<file path="config.mk">
export PLATFORM = sky130hd
export DESIGN_NAME = cta_alarm_status
export DESIGN_NICKNAME = d
export VERILOG_FILES = /design/src/shared/cta_pkg.sv /design/src/hw/cta_alarm_status.sv /design/src/hw/cta_hyst_cmp.sv
export SDC_FILE = /design/constraint.sdc
export NUM_CORES = 1
export LEC_CHECK = 0
export BUFFER_PORTS_ARGS = -buffer_cell sky130_fd_sc_hd__buf_2
export CAP_MARGIN = 20
export CELL_PAD_IN_SITES_DETAIL_PLACEMENT = 1
export CELL_PAD_IN_SITES_GLOBAL_PLACEMENT = 1
export CORE_UTILIZATION = 27
export DETAILED_ROUTE_END_ITERATION = 8
export GPL_ROUTABILITY_DRIVEN = 0
export PLACE_DENSITY_LB_ADDON = 0.1
export SLEW_MARGIN = 40
export SYNTH_ARGS = -nofsm -noshare
export SYNTH_HDL_FRONTEND = slang
export SYNTH_HIERARCHICAL = 1
export SYNTH_SLANG_ARGS = --single-unit
</file>
<file path="constraint.sdc">
create_clock -name sys_clk_i -period 1.4 [get_ports sys_clk_i]
set_clock_uncertainty 0.1 [all_clocks]
set_input_delay 0.14 -clock sys_clk_i [delete_from_list [all_inputs] [get_ports sys_clk_i]]
set_output_delay 0.14 -clock sys_clk_i [all_outputs]
set_load 0.005 [all_outputs]
</file>
<file path="src/shared/cta_pkg.sv">
// Purpose: Shared constants and carriers of the critical alarm status block
// Assumes: Temperatures are two's complement codes, TEMP_W bits wide
// Notes:   Channel index 0 is on-chip, 1 is far diode 1, 2 is far diode 2
package cta_pkg;

   // Sizes
   localparam int TEMP_W  = 11;
   localparam int NUM_LVL = 3;
   localparam int NUM_CH  = 3;

   // Channel bit positions inside each level status register
   localparam int CH_ONCHIP = 0;
   localparam int CH_FAR1   = 1;
   localparam int CH_FAR2   = 2;

   // Command codes
   localparam logic [7:0] ADDR_SUMMARY = 8'h02;
   localparam logic [7:0] ADDR_LVL1    = 8'h08;
   localparam logic [7:0] ADDR_LVL2    = 8'h09;
   localparam logic [7:0] ADDR_LVL3    = 8'h0a;
   localparam logic [7:0] ADDR_MASK1   = 8'h0c;
   localparam logic [7:0] ADDR_MASK2   = 8'h0d;
   localparam logic [7:0] ADDR_MASK3   = 8'h0e;

   // Field positions
   localparam int SUM_FLAG_LSB = 1;    // Level 1 flag, levels 2 and 3 follow
   localparam int CH_FIELD_W   = 3;    // Bits 2..0 hold channels, 7..3 reserved

   // Reset values
   localparam logic [2:0] STATUS_RST = 3'h0;
   localparam logic [2:0] MASK1_RST  = 3'h1;
   localparam logic [2:0] MASK2_RST  = 3'h0;
   localparam logic [2:0] MASK3_RST  = 3'h7;
   localparam logic [7:0] RDATA_RST  = 8'h00;

   // Conversion results, one reading and one done pulse per channel
   typedef struct packed {
      logic [NUM_CH-1:0][TEMP_W-1:0] val;
      logic [NUM_CH-1:0]             done;
   } cta_meas_t;

   // Thresholds: far limits per level and far channel, one on-chip limit
   typedef struct packed {
      logic [NUM_LVL-1:0][1:0][TEMP_W-1:0] far_lim;
      logic [TEMP_W-1:0]                   onchip_lim;
      logic [TEMP_W-1:0]                   hyst;
   } cta_limits_t;

endpackage : cta_pkg

</file>
<file path="src/hw/cta_alarm_status.sv">
// Purpose: Critical alarm status registers, masks and open-drain alarm pins
// Assumes: Register port comes from bus logic on sys_clk_i, so it is not synced
// Assumes: Conversion results and limits are delivered on sys_clk_i
// Notes:   Alarm pins follow the status one clock after it changes
// Notes:   A read and a write in one cycle return the value before the write
// Notes:   Level limits arrive as inputs; no limit registers live here
`timescale 1ns/10ps
module cta_alarm_status (
   // Clock and reset
   input  wire logic               sys_clk_i,
   input  wire logic               reset_n_i,
   // Conversion results and thresholds
   input  wire cta_pkg::cta_meas_t   meas_i,
   input  wire logic [2:0]           chan_en_i,
   input  wire cta_pkg::cta_limits_t lim_i,
   // Register access by command code
   input  wire logic [7:0]         reg_addr_i,
   input  wire logic               reg_rd_i,
   input  wire logic               reg_wr_i,
   input  wire logic [7:0]         reg_wdata_i,
   output logic [7:0]              reg_rdata_o,
   output logic                    reg_rvalid_o,
   // Open-drain alarm pins, active low on the wire
   output logic                    alarm_out_first_o,
   output logic                    alarm_out_first_oe_o,
   output logic                    alarm_out_second_o,
   output logic                    alarm_out_second_oe_o,
   output logic                    alarm_out_third_o,
   output logic                    alarm_out_third_oe_o
);

   localparam int NL = cta_pkg::NUM_LVL;
   localparam int NC = cta_pkg::NUM_CH;

   // Status, mask and output state
   logic [NL-1:0][NC-1:0] stat_ff;
   logic [NL-1:0][NC-1:0] nxt_stat;
   logic [NL-1:0][NC-1:0] eval;
   logic [NL-1:0][NC-1:0] mask_ff;
   logic [NL-1:0][NC-1:0] nxt_mask;
   logic [NL-1:0]         alarm_ff;
   logic [NL-1:0]         nxt_alarm;
   logic [NL-1:0]         pin_ff;
   logic [NL-1:0]         nxt_pin;
   logic [7:0]            rdata_ff;
   logic [7:0]            nxt_rdata;
   logic                  rvalid_ff;
   logic                  nxt_rvalid;

   // Builds one status byte with reserved bits forced to zero
   // Reserved bits are tied here so no register can leak stray state
   function automatic logic [7:0] pad_byte(input logic [NC-1:0] bits);
      pad_byte = {{(8 - cta_pkg::CH_FIELD_W){1'b0}}, bits};
   endfunction : pad_byte

   // Read decoding shared by all registers; unmapped codes read zero
   // Mask codes read back too, so software can confirm what it wrote
   function automatic logic [7:0] read_mux(
      input logic [7:0]            addr,
      input logic [NL-1:0][NC-1:0] stat,
      input logic [NL-1:0][NC-1:0] mask
   );
      logic [NL-1:0] flags;
      for (int l = 0; l < NL; l++) begin
         flags[l] = |stat[l];
      end
      case (addr)
         cta_pkg::ADDR_SUMMARY: begin
            read_mux = 8'h00;
            read_mux[cta_pkg::SUM_FLAG_LSB +: NL] = flags;
         end
         cta_pkg::ADDR_LVL1:  read_mux = pad_byte(stat[0]);
         cta_pkg::ADDR_LVL2:  read_mux = pad_byte(stat[1]);
         cta_pkg::ADDR_LVL3:  read_mux = pad_byte(stat[2]);
         cta_pkg::ADDR_MASK1: read_mux = pad_byte(mask[0]);
         cta_pkg::ADDR_MASK2: read_mux = pad_byte(mask[1]);
         cta_pkg::ADDR_MASK3: read_mux = pad_byte(mask[2]);
         default:             read_mux = 8'h00;
      endcase
   endfunction : read_mux

   // One comparator per level and channel; on-chip shares a single limit
   // Far limits are indexed from zero for far diode 1, hence c-1
   // All comparators run every cycle; only the done strobe commits a result
   for (genvar l = 0; l < NL; l++) begin : g_lvl
      for (genvar c = 0; c < NC; c++) begin : g_ch
         logic [cta_pkg::TEMP_W-1:0] lim;
         if (c == cta_pkg::CH_ONCHIP) begin : g_onchip
            assign lim = lim_i.onchip_lim;
         end else begin : g_far
            assign lim = lim_i.far_lim[l][c-1];
         end
         cta_hyst_cmp u_cmp (
            .reading_i (meas_i.val[c]),
            .limit_i   (lim),
            .hyst_i    (lim_i.hyst),
            .cur_i     (stat_ff[l][c]),
            .nxt_o     (eval[l][c])
         );
      end
   end

   // Status bits move only on a finished conversion of an enabled channel
   // A held done level re-evaluates every cycle; a pulse gives one update
   // Disabled channels keep their bits, so a stale alarm stays visible
   always_comb begin
      nxt_stat = stat_ff;
      for (int l = 0; l < NL; l++) begin
         for (int c = 0; c < NC; c++) begin
            if (meas_i.done[c] && chan_en_i[c]) begin
               nxt_stat[l][c] = eval[l][c];
            end
         end
      end
   end

   // No bus path reaches the status bits, so writes there do nothing
   // Reset clears every level; a conversion must pass before an alarm returns
   always_ff @(posedge sys_clk_i or negedge reset_n_i) begin
      if (!reset_n_i) begin
         for (int l = 0; l < NL; l++) begin
            stat_ff[l] <= cta_pkg::STATUS_RST;
         end
      end else begin
         stat_ff <= nxt_stat;
      end
   end

   // Mask registers; only the channel field is stored
   // Status and summary codes fall to the default, which keeps the masks
   always_comb begin
      nxt_mask = mask_ff;
      if (reg_wr_i) begin
         case (reg_addr_i)
            cta_pkg::ADDR_MASK1: nxt_mask[0] = reg_wdata_i[NC-1:0];
            cta_pkg::ADDR_MASK2: nxt_mask[1] = reg_wdata_i[NC-1:0];
            cta_pkg::ADDR_MASK3: nxt_mask[2] = reg_wdata_i[NC-1:0];
            default:             nxt_mask    = mask_ff;
         endcase
      end
   end

   // Reset hides the first level's on-chip bit and every bit of level three
   always_ff @(posedge sys_clk_i or negedge reset_n_i) begin
      if (!reset_n_i) begin
         mask_ff[0] <= cta_pkg::MASK1_RST;
         mask_ff[1] <= cta_pkg::MASK2_RST;
         mask_ff[2] <= cta_pkg::MASK3_RST;
      end else begin
         mask_ff <= nxt_mask;
      end
   end

   // Alarm level per pin; a mask of one hides the channel
   // Pin value has its own flop so enable and value change on one edge
   always_comb begin
      for (int l = 0; l < NL; l++) begin
         nxt_alarm[l] = |(stat_ff[l] & ~mask_ff[l]);
         nxt_pin[l]   = ~nxt_alarm[l];
      end
   end

   // Enable and value flops reset to a released pin
   always_ff @(posedge sys_clk_i or negedge reset_n_i) begin
      if (!reset_n_i) begin
         alarm_ff <= '0;
         pin_ff   <= '1;
      end else begin
         alarm_ff <= nxt_alarm;
         pin_ff   <= nxt_pin;
      end
   end

   // Read data is captured on the strobe so it stays stable afterwards
   // Data keeps its value between reads, so a slow host still sees it
   always_comb begin
      nxt_rdata  = rdata_ff;
      nxt_rvalid = reg_rd_i;
      if (reg_rd_i) begin
         nxt_rdata = read_mux(reg_addr_i, stat_ff, mask_ff);
      end
   end

   always_ff @(posedge sys_clk_i or negedge reset_n_i) begin
      if (!reset_n_i) begin
         rdata_ff  <= cta_pkg::RDATA_RST;
         rvalid_ff <= 1'b0;
      end else begin
         rdata_ff  <= nxt_rdata;
         rvalid_ff <= nxt_rvalid;
      end
   end

   // Register port outputs straight from their flops
   always_comb begin
      reg_rdata_o  = rdata_ff;
      reg_rvalid_o = rvalid_ff;
   end

   // Pins pull low only while active; the level value is high when released
   always_comb begin
      alarm_out_first_oe_o  = alarm_ff[0];
      alarm_out_first_o     = pin_ff[0];
      alarm_out_second_oe_o = alarm_ff[1];
      alarm_out_second_o    = pin_ff[1];
      alarm_out_third_oe_o  = alarm_ff[2];
      alarm_out_third_o     = pin_ff[2];
   end

endmodule : cta_alarm_status

</file>
<file path="src/hw/cta_hyst_cmp.sv">
// Purpose: Next value of one channel status bit with hysteresis
// Assumes: Reading and limit are signed codes; hysteresis is unsigned
// Notes:   Purely combinational; the caller decides when to take the result
`timescale 1ns/10ps
module cta_hyst_cmp (
   // Operands
   input  wire logic [cta_pkg::TEMP_W-1:0] reading_i,
   input  wire logic [cta_pkg::TEMP_W-1:0] limit_i,
   input  wire logic [cta_pkg::TEMP_W-1:0] hyst_i,
   input  wire logic                       cur_i,
   // Result
   output logic                            nxt_o
);

   logic signed [cta_pkg::TEMP_W+1:0] rd_ext;
   logic signed [cta_pkg::TEMP_W+1:0] lim_ext;
   logic signed [cta_pkg::TEMP_W+1:0] clr_thr;
   logic signed [cta_pkg::TEMP_W+1:0] hyst_ext;

   // Two extra bits: the lowest limit minus the largest hysteresis needs them
   always_comb begin
      rd_ext   = $signed({{2{reading_i[cta_pkg::TEMP_W-1]}}, reading_i});
      lim_ext  = $signed({{2{limit_i[cta_pkg::TEMP_W-1]}}, limit_i});
      hyst_ext = $signed({2'b00, hyst_i});
      clr_thr  = lim_ext - hyst_ext;
      if (rd_ext >= lim_ext) begin
         nxt_o = 1'b1;                         // At or over the limit
      end else if (rd_ext < clr_thr) begin
         nxt_o = 1'b0;                         // Below limit minus hysteresis
      end else begin
         nxt_o = cur_i;                        // Dead band keeps old state
      end
   end

endmodule : cta_hyst_cmp

</file>
======== Yosys cells after proc, flatten, opt, wreduce, memory -nomap -nowiden ========
Cells that the tools add are included.
cells by class
  magnitude comparators ................... 14
  reduce and logical (&&, ||, !) cells .... 26
  muxes and demuxes ....................... 15
  bitwise logic cells ..................... 9
  $add $sub $neg .......................... 7
  equal/unequal tests ..................... 7
operators by type and width
  operator            number
  $lt 11x13->1        7
  $sub 11x12->13      7
  $ge 11x11->1        7
  $eq 8x4->1 const B  6
  $pmux 4 s7          1
  $reduce_and 2->1    10
  $reduce_or 3->1     6
  $mux 1              14
  $reduce_bool 2->1   7
  $and 3x3->3         3
  $not 3->3           3
  $eq 8x2->1 const B  1
  $logic_and 1x1->1   3
  $not 1->1           3
word-level totals
  word-level logic and storage cells ...... 92
  output and inout bits ................... 15
  register bits ........................... 31

======== Depth between registers and ports, before layout ========
  word-level depth ........................ 4
  gate-level depth with buffers ........... 17
  gate-level depth less buffers ........... 17

======== Cells and area by module ========
The synthesis kept the hierarchy.
by module, submodules not included
  module                                     times used  cells each  area an instance (um^2)  seq. area each (um^2)
  cta_hyst_cmp (g_lvl[0].g_ch[0].u_cmp ...)  7           150         1,093.5                  0.0
  cta_alarm_status                           1           125         1,432.6                  734.5
  cta_hyst_cmp (g_lvl[0].g_ch[1].u_cmp)      1           144         1,084.8                  0.0
  cta_hyst_cmp (g_lvl[2].g_ch[2].u_cmp)      1           141         1,077.3                  0.0

======== Worst setup path before layout ========
No wires, ideal clock.
  path kind ............................... in2reg
  from .................................... in lim_i[44] (netlist bit)
  to ...................................... reg stat_ff[4] (netlist bit)
  stages .................................. 16
  data arrival time ....................... 3.055 ns
  path slack .............................. -1.879 ns
  path through ............................ inv_1 -> ha_1 -> fa_1 -> nor2b_1 -> o21a_2 -> o21ai_2 -> a211oi_2 -> nor4_1 -> a311o_1 -> ha_1 -> and4_1 -> nand2_1 -> o21a_1 -> xor2_1 -> a221o_1 -> mux2_2
RTL lines
  item                           line                     text
  start, declared                cta_alarm_status.sv:15   input wire cta_pkg::cta_limits_t lim_i,
  end signal, assigned by index  cta_alarm_status.sv:122  stat_ff[l] <= cta_pkg::STATUS_RST;
  end signal, assigned           cta_alarm_status.sv:125  stat_ff <= nxt_stat;
  end, declared                  cta_alarm_status.sv:36   logic [NL-1:0][NC-1:0] stat_ff;

======== Worst setup path in the final report ========
  from .................................... in lim_i[0] (netlist bit)
  to ...................................... reg stat_ff[5] (netlist bit)
between the ends
  longest elaborated chain between the ends .. 4
ends and longest elaborated chain
  item                                line                text
  $sub 11x12->13                      cta_hyst_cmp.sv:25  clr_thr = lim_ext - hyst_ext;
  $lt 11x13->1                        cta_hyst_cmp.sv:28  end else if (rd_ext < clr_thr) begin
  $reduce_bool 2->1 (no source line)  n/a
  $reduce_and 2->1 (no source line)   n/a
No other way between the ends.
A chain may end at the register's enable or synchronous reset.

==> impl_metrics.yaml <==
run_status:
  status: "finished, violations left"
  violations: "negative setup slack"
global_route:
  grt_pass1_vias: 13800
  antenna_found_initial: 1
  grt_max_degree: 30
  grt_overflow_total: 0
  grt_pass1_wl_um: 71500
  track_usage: 0.217
synth:
  yosys.area.top_type_share: 0.350
  synth_edf_count: 0
  synth.area.top_cells: "ha_1 35%, inv_1 8.2%, a21oi_1 5.7%"
  async_reset_ff_frac: 1.00
  synthesis.area_um2: 11200
  synth_cells: 1460
  ys_seq_area_frac: 0.0653
  synth_ff_type: "dfrtp_1"
  ys_top_cells_by_count: "315 x ha_1, 245 x inv_1, 128 x a21oi_1, 86 x nand2_1, 78 x o21ai_0"
  yosysTopAreaCell: "ha_1"
  yosysWarnings: 6
  yosysUniqueCellTypes: 66
  ys_seq_elements: 29
  syn_area_per_cell_um2: 7.71
  synth.most_common_cell: "ha_1"
floorplan:
  io_pins: 162
  initial_core_util: 0.275
  core_um2: 40900
  die_w_um: 206
  die-area_um2: 42500
  rows: 74
  die_h_um: 206
pwr:
  p_total_mw: 10.2
  p_leak_nw: 9.04
  powerDensity_nw_per_um2: 581
  ir_worst_vdd_mv: 0.373
detailed_routing:
  vias_per_cell: 4.95
  dr_total_vias: 12900
  wire_per_inst_um: 17.6
  drc: 0
  dr.pass1.iters: 4
  ant_nets: 0
  drt_iter0_markers: 309
  totalWireLength_um: 46100
timing:
  finalCritPeriodShare: 2.31
  slew_headroom: 0.663
  slew_viol_final: 0
  period_needed_ps: 3240
  rsz0062_at_grt: "true"
  worst_pin_slew_ps: 501
  fin_ws_ps: -1840
  setup-tns-final_ps: -15730
  final-setup-viol-count: 10
  max_freq_mhz: 309
  report.final.hold_viol_count: 0
cts:
  cts.sinks: 29
  cts_root_buf: "clkbuf_16"
  cts_tree: "built"
  insertion_delay_ps: 290
  htree_levels: 2
  numCtsBuffers: 5
  clk_pin_slew_ps: 70
  max-clock-path-buffers: 2
flow_run:
  max_cap_violations: 0
place:
  hpwl_um: 38300
  post-place-ws_ps: -2430
  place_area_um2: 16100
  port_buffers: 152
hold_path:
  hp-class: "in2reg"
finish:
  fin_nets: 2548
  final_core_util: 0.428
  drive_gt1_frac: 0.385
  num-fill-cells: 5019
  final_cell_area_um2: 17500
  area_growth_pct: 55.6
  regArea_um2: 738
  multi_input_area_um2: 10300
worst_setup_path:
  cp-end-kind: "flip-flop"
  crit_required_ps: 1480
  crit_path_start_kind: "input port"
  crit_arrival_ps: 3320
  path_class: "in2reg"
  critPathMaxFanout: 5
where the power goes:
group          switching (mW)  internal (mW)  total (mW)
logic                    3.69           3.87        7.56
registers               0.201          0.984        1.19
clock network           0.532          0.892        1.42
cell type report:
class                      count  area share
tap                          532      0.0380
antenna                        1    0.000143
inverter                     245      0.0528
clock inverter                 2     0.00214
timing repair buffer         615       0.268
sequential                    29      0.0422
multi-input combinational   1181       0.589
clock buffer                   6     0.00793
metal layers:
layer  share of wire  wire [µm]  track usage
met2            0.49      22600        0.395
met1            0.47      21700        0.282
met3           0.021        982       0.0142
met4           0.017        773       0.0362
met5               0          0            0
critical path, stage by stage:
cell and delay (ps):
buf_16 140, ha_2 200, fa_2 340, nor2b_1 120
o21a_2 140, o21ai_2 90, a211oi_4 330, nor4_1 80
a311o_1 290, ha_1 320, and4_1 220, nand2_1 60
o21a_1 170, xor2_1 140, a221o_1 280, mux2_2 250
state kept, by name (all words and copies together) (netlist names):
register / cells
alarm_ff: 3
mask_ff: 9
pin_ff: 3
reg_rdata_o: 4
reg_rvalid_o: 1
stat_ff: 9
final timing paths:
path                                            start                         end  slack (ps)  cells past startpoint
min in group asynchronous                   reset_n_i      stat_ff[0]$_DFFE_PN0P_         240                      3
max reg2reg                    stat_ff[7]$_DFFE_PN0P_  reg_rdata_o[1]$_DFFE_PN0P_        -110                      5
min                                    reg_wdata_i[1]      mask_ff[4]$_DFFE_PN0P_          40                      2
min reg2reg                reg_rdata_o[1]$_DFFE_PN0P_  reg_rdata_o[1]$_DFFE_PN0P_         440                      2
max in group asynchronous                   reset_n_i      mask_ff[7]$_DFFE_PN1P_         690                      3
max                                          lim_i[0]      stat_ff[5]$_DFFE_PN0P_       -1840                     16
layout by cell type, fill, tap and decap left out, types with 16 or more instances in the layout:
cell type  instances
a21oi_2           18
dfrtp_1           19
nand3_1           19
buf_2            138
nor2_1            55
xor2_1            41
buf_4            436
a21o_1            18
nand2_1           86
o211ai_1          19
o21ai_0           70
o21a_1            35
buf_12            19
nor3_1            20
xnor2_1           33
o21ai_1           31
a21oi_1          110
a211oi_1          16
ha_4              18
a31oi_1           18
ha_1             292
inv_1            234
nand2b_1          24
stage by stage:
step           instances  hold WS [ps]
4_1_cts             2599          29.7
2_1_floorplan       1463          -256
3_3_place_gp        2571          21.4
5_1_grt             2610          35.3
6_report            2611          37.7
3_5_place_dp        2571          26.3
kinds of logic after synthesis:
kind of cell             synth area share
flip-flops                         0.0653
adder cells (fa/ha/maj)             0.366
AND/OR/NAND/NOR                     0.134
other                            0.000333
buffers and inverters              0.0859
multiplexers                       0.0236
XOR/XNOR                           0.0576
AO/OA/AOI/OAI                       0.267
what timing repair did:
item                                    CTS  global route
pin swaps                                92            69
hold buffers                              3             0
gates resized for setup                 116            63
buffers inserted                         14            10
endpoints found under the hold margin    31             0
endpoints found under the setup margin   13            16
gates cloned                              3             1
Power figures use the tool's default switching activity.
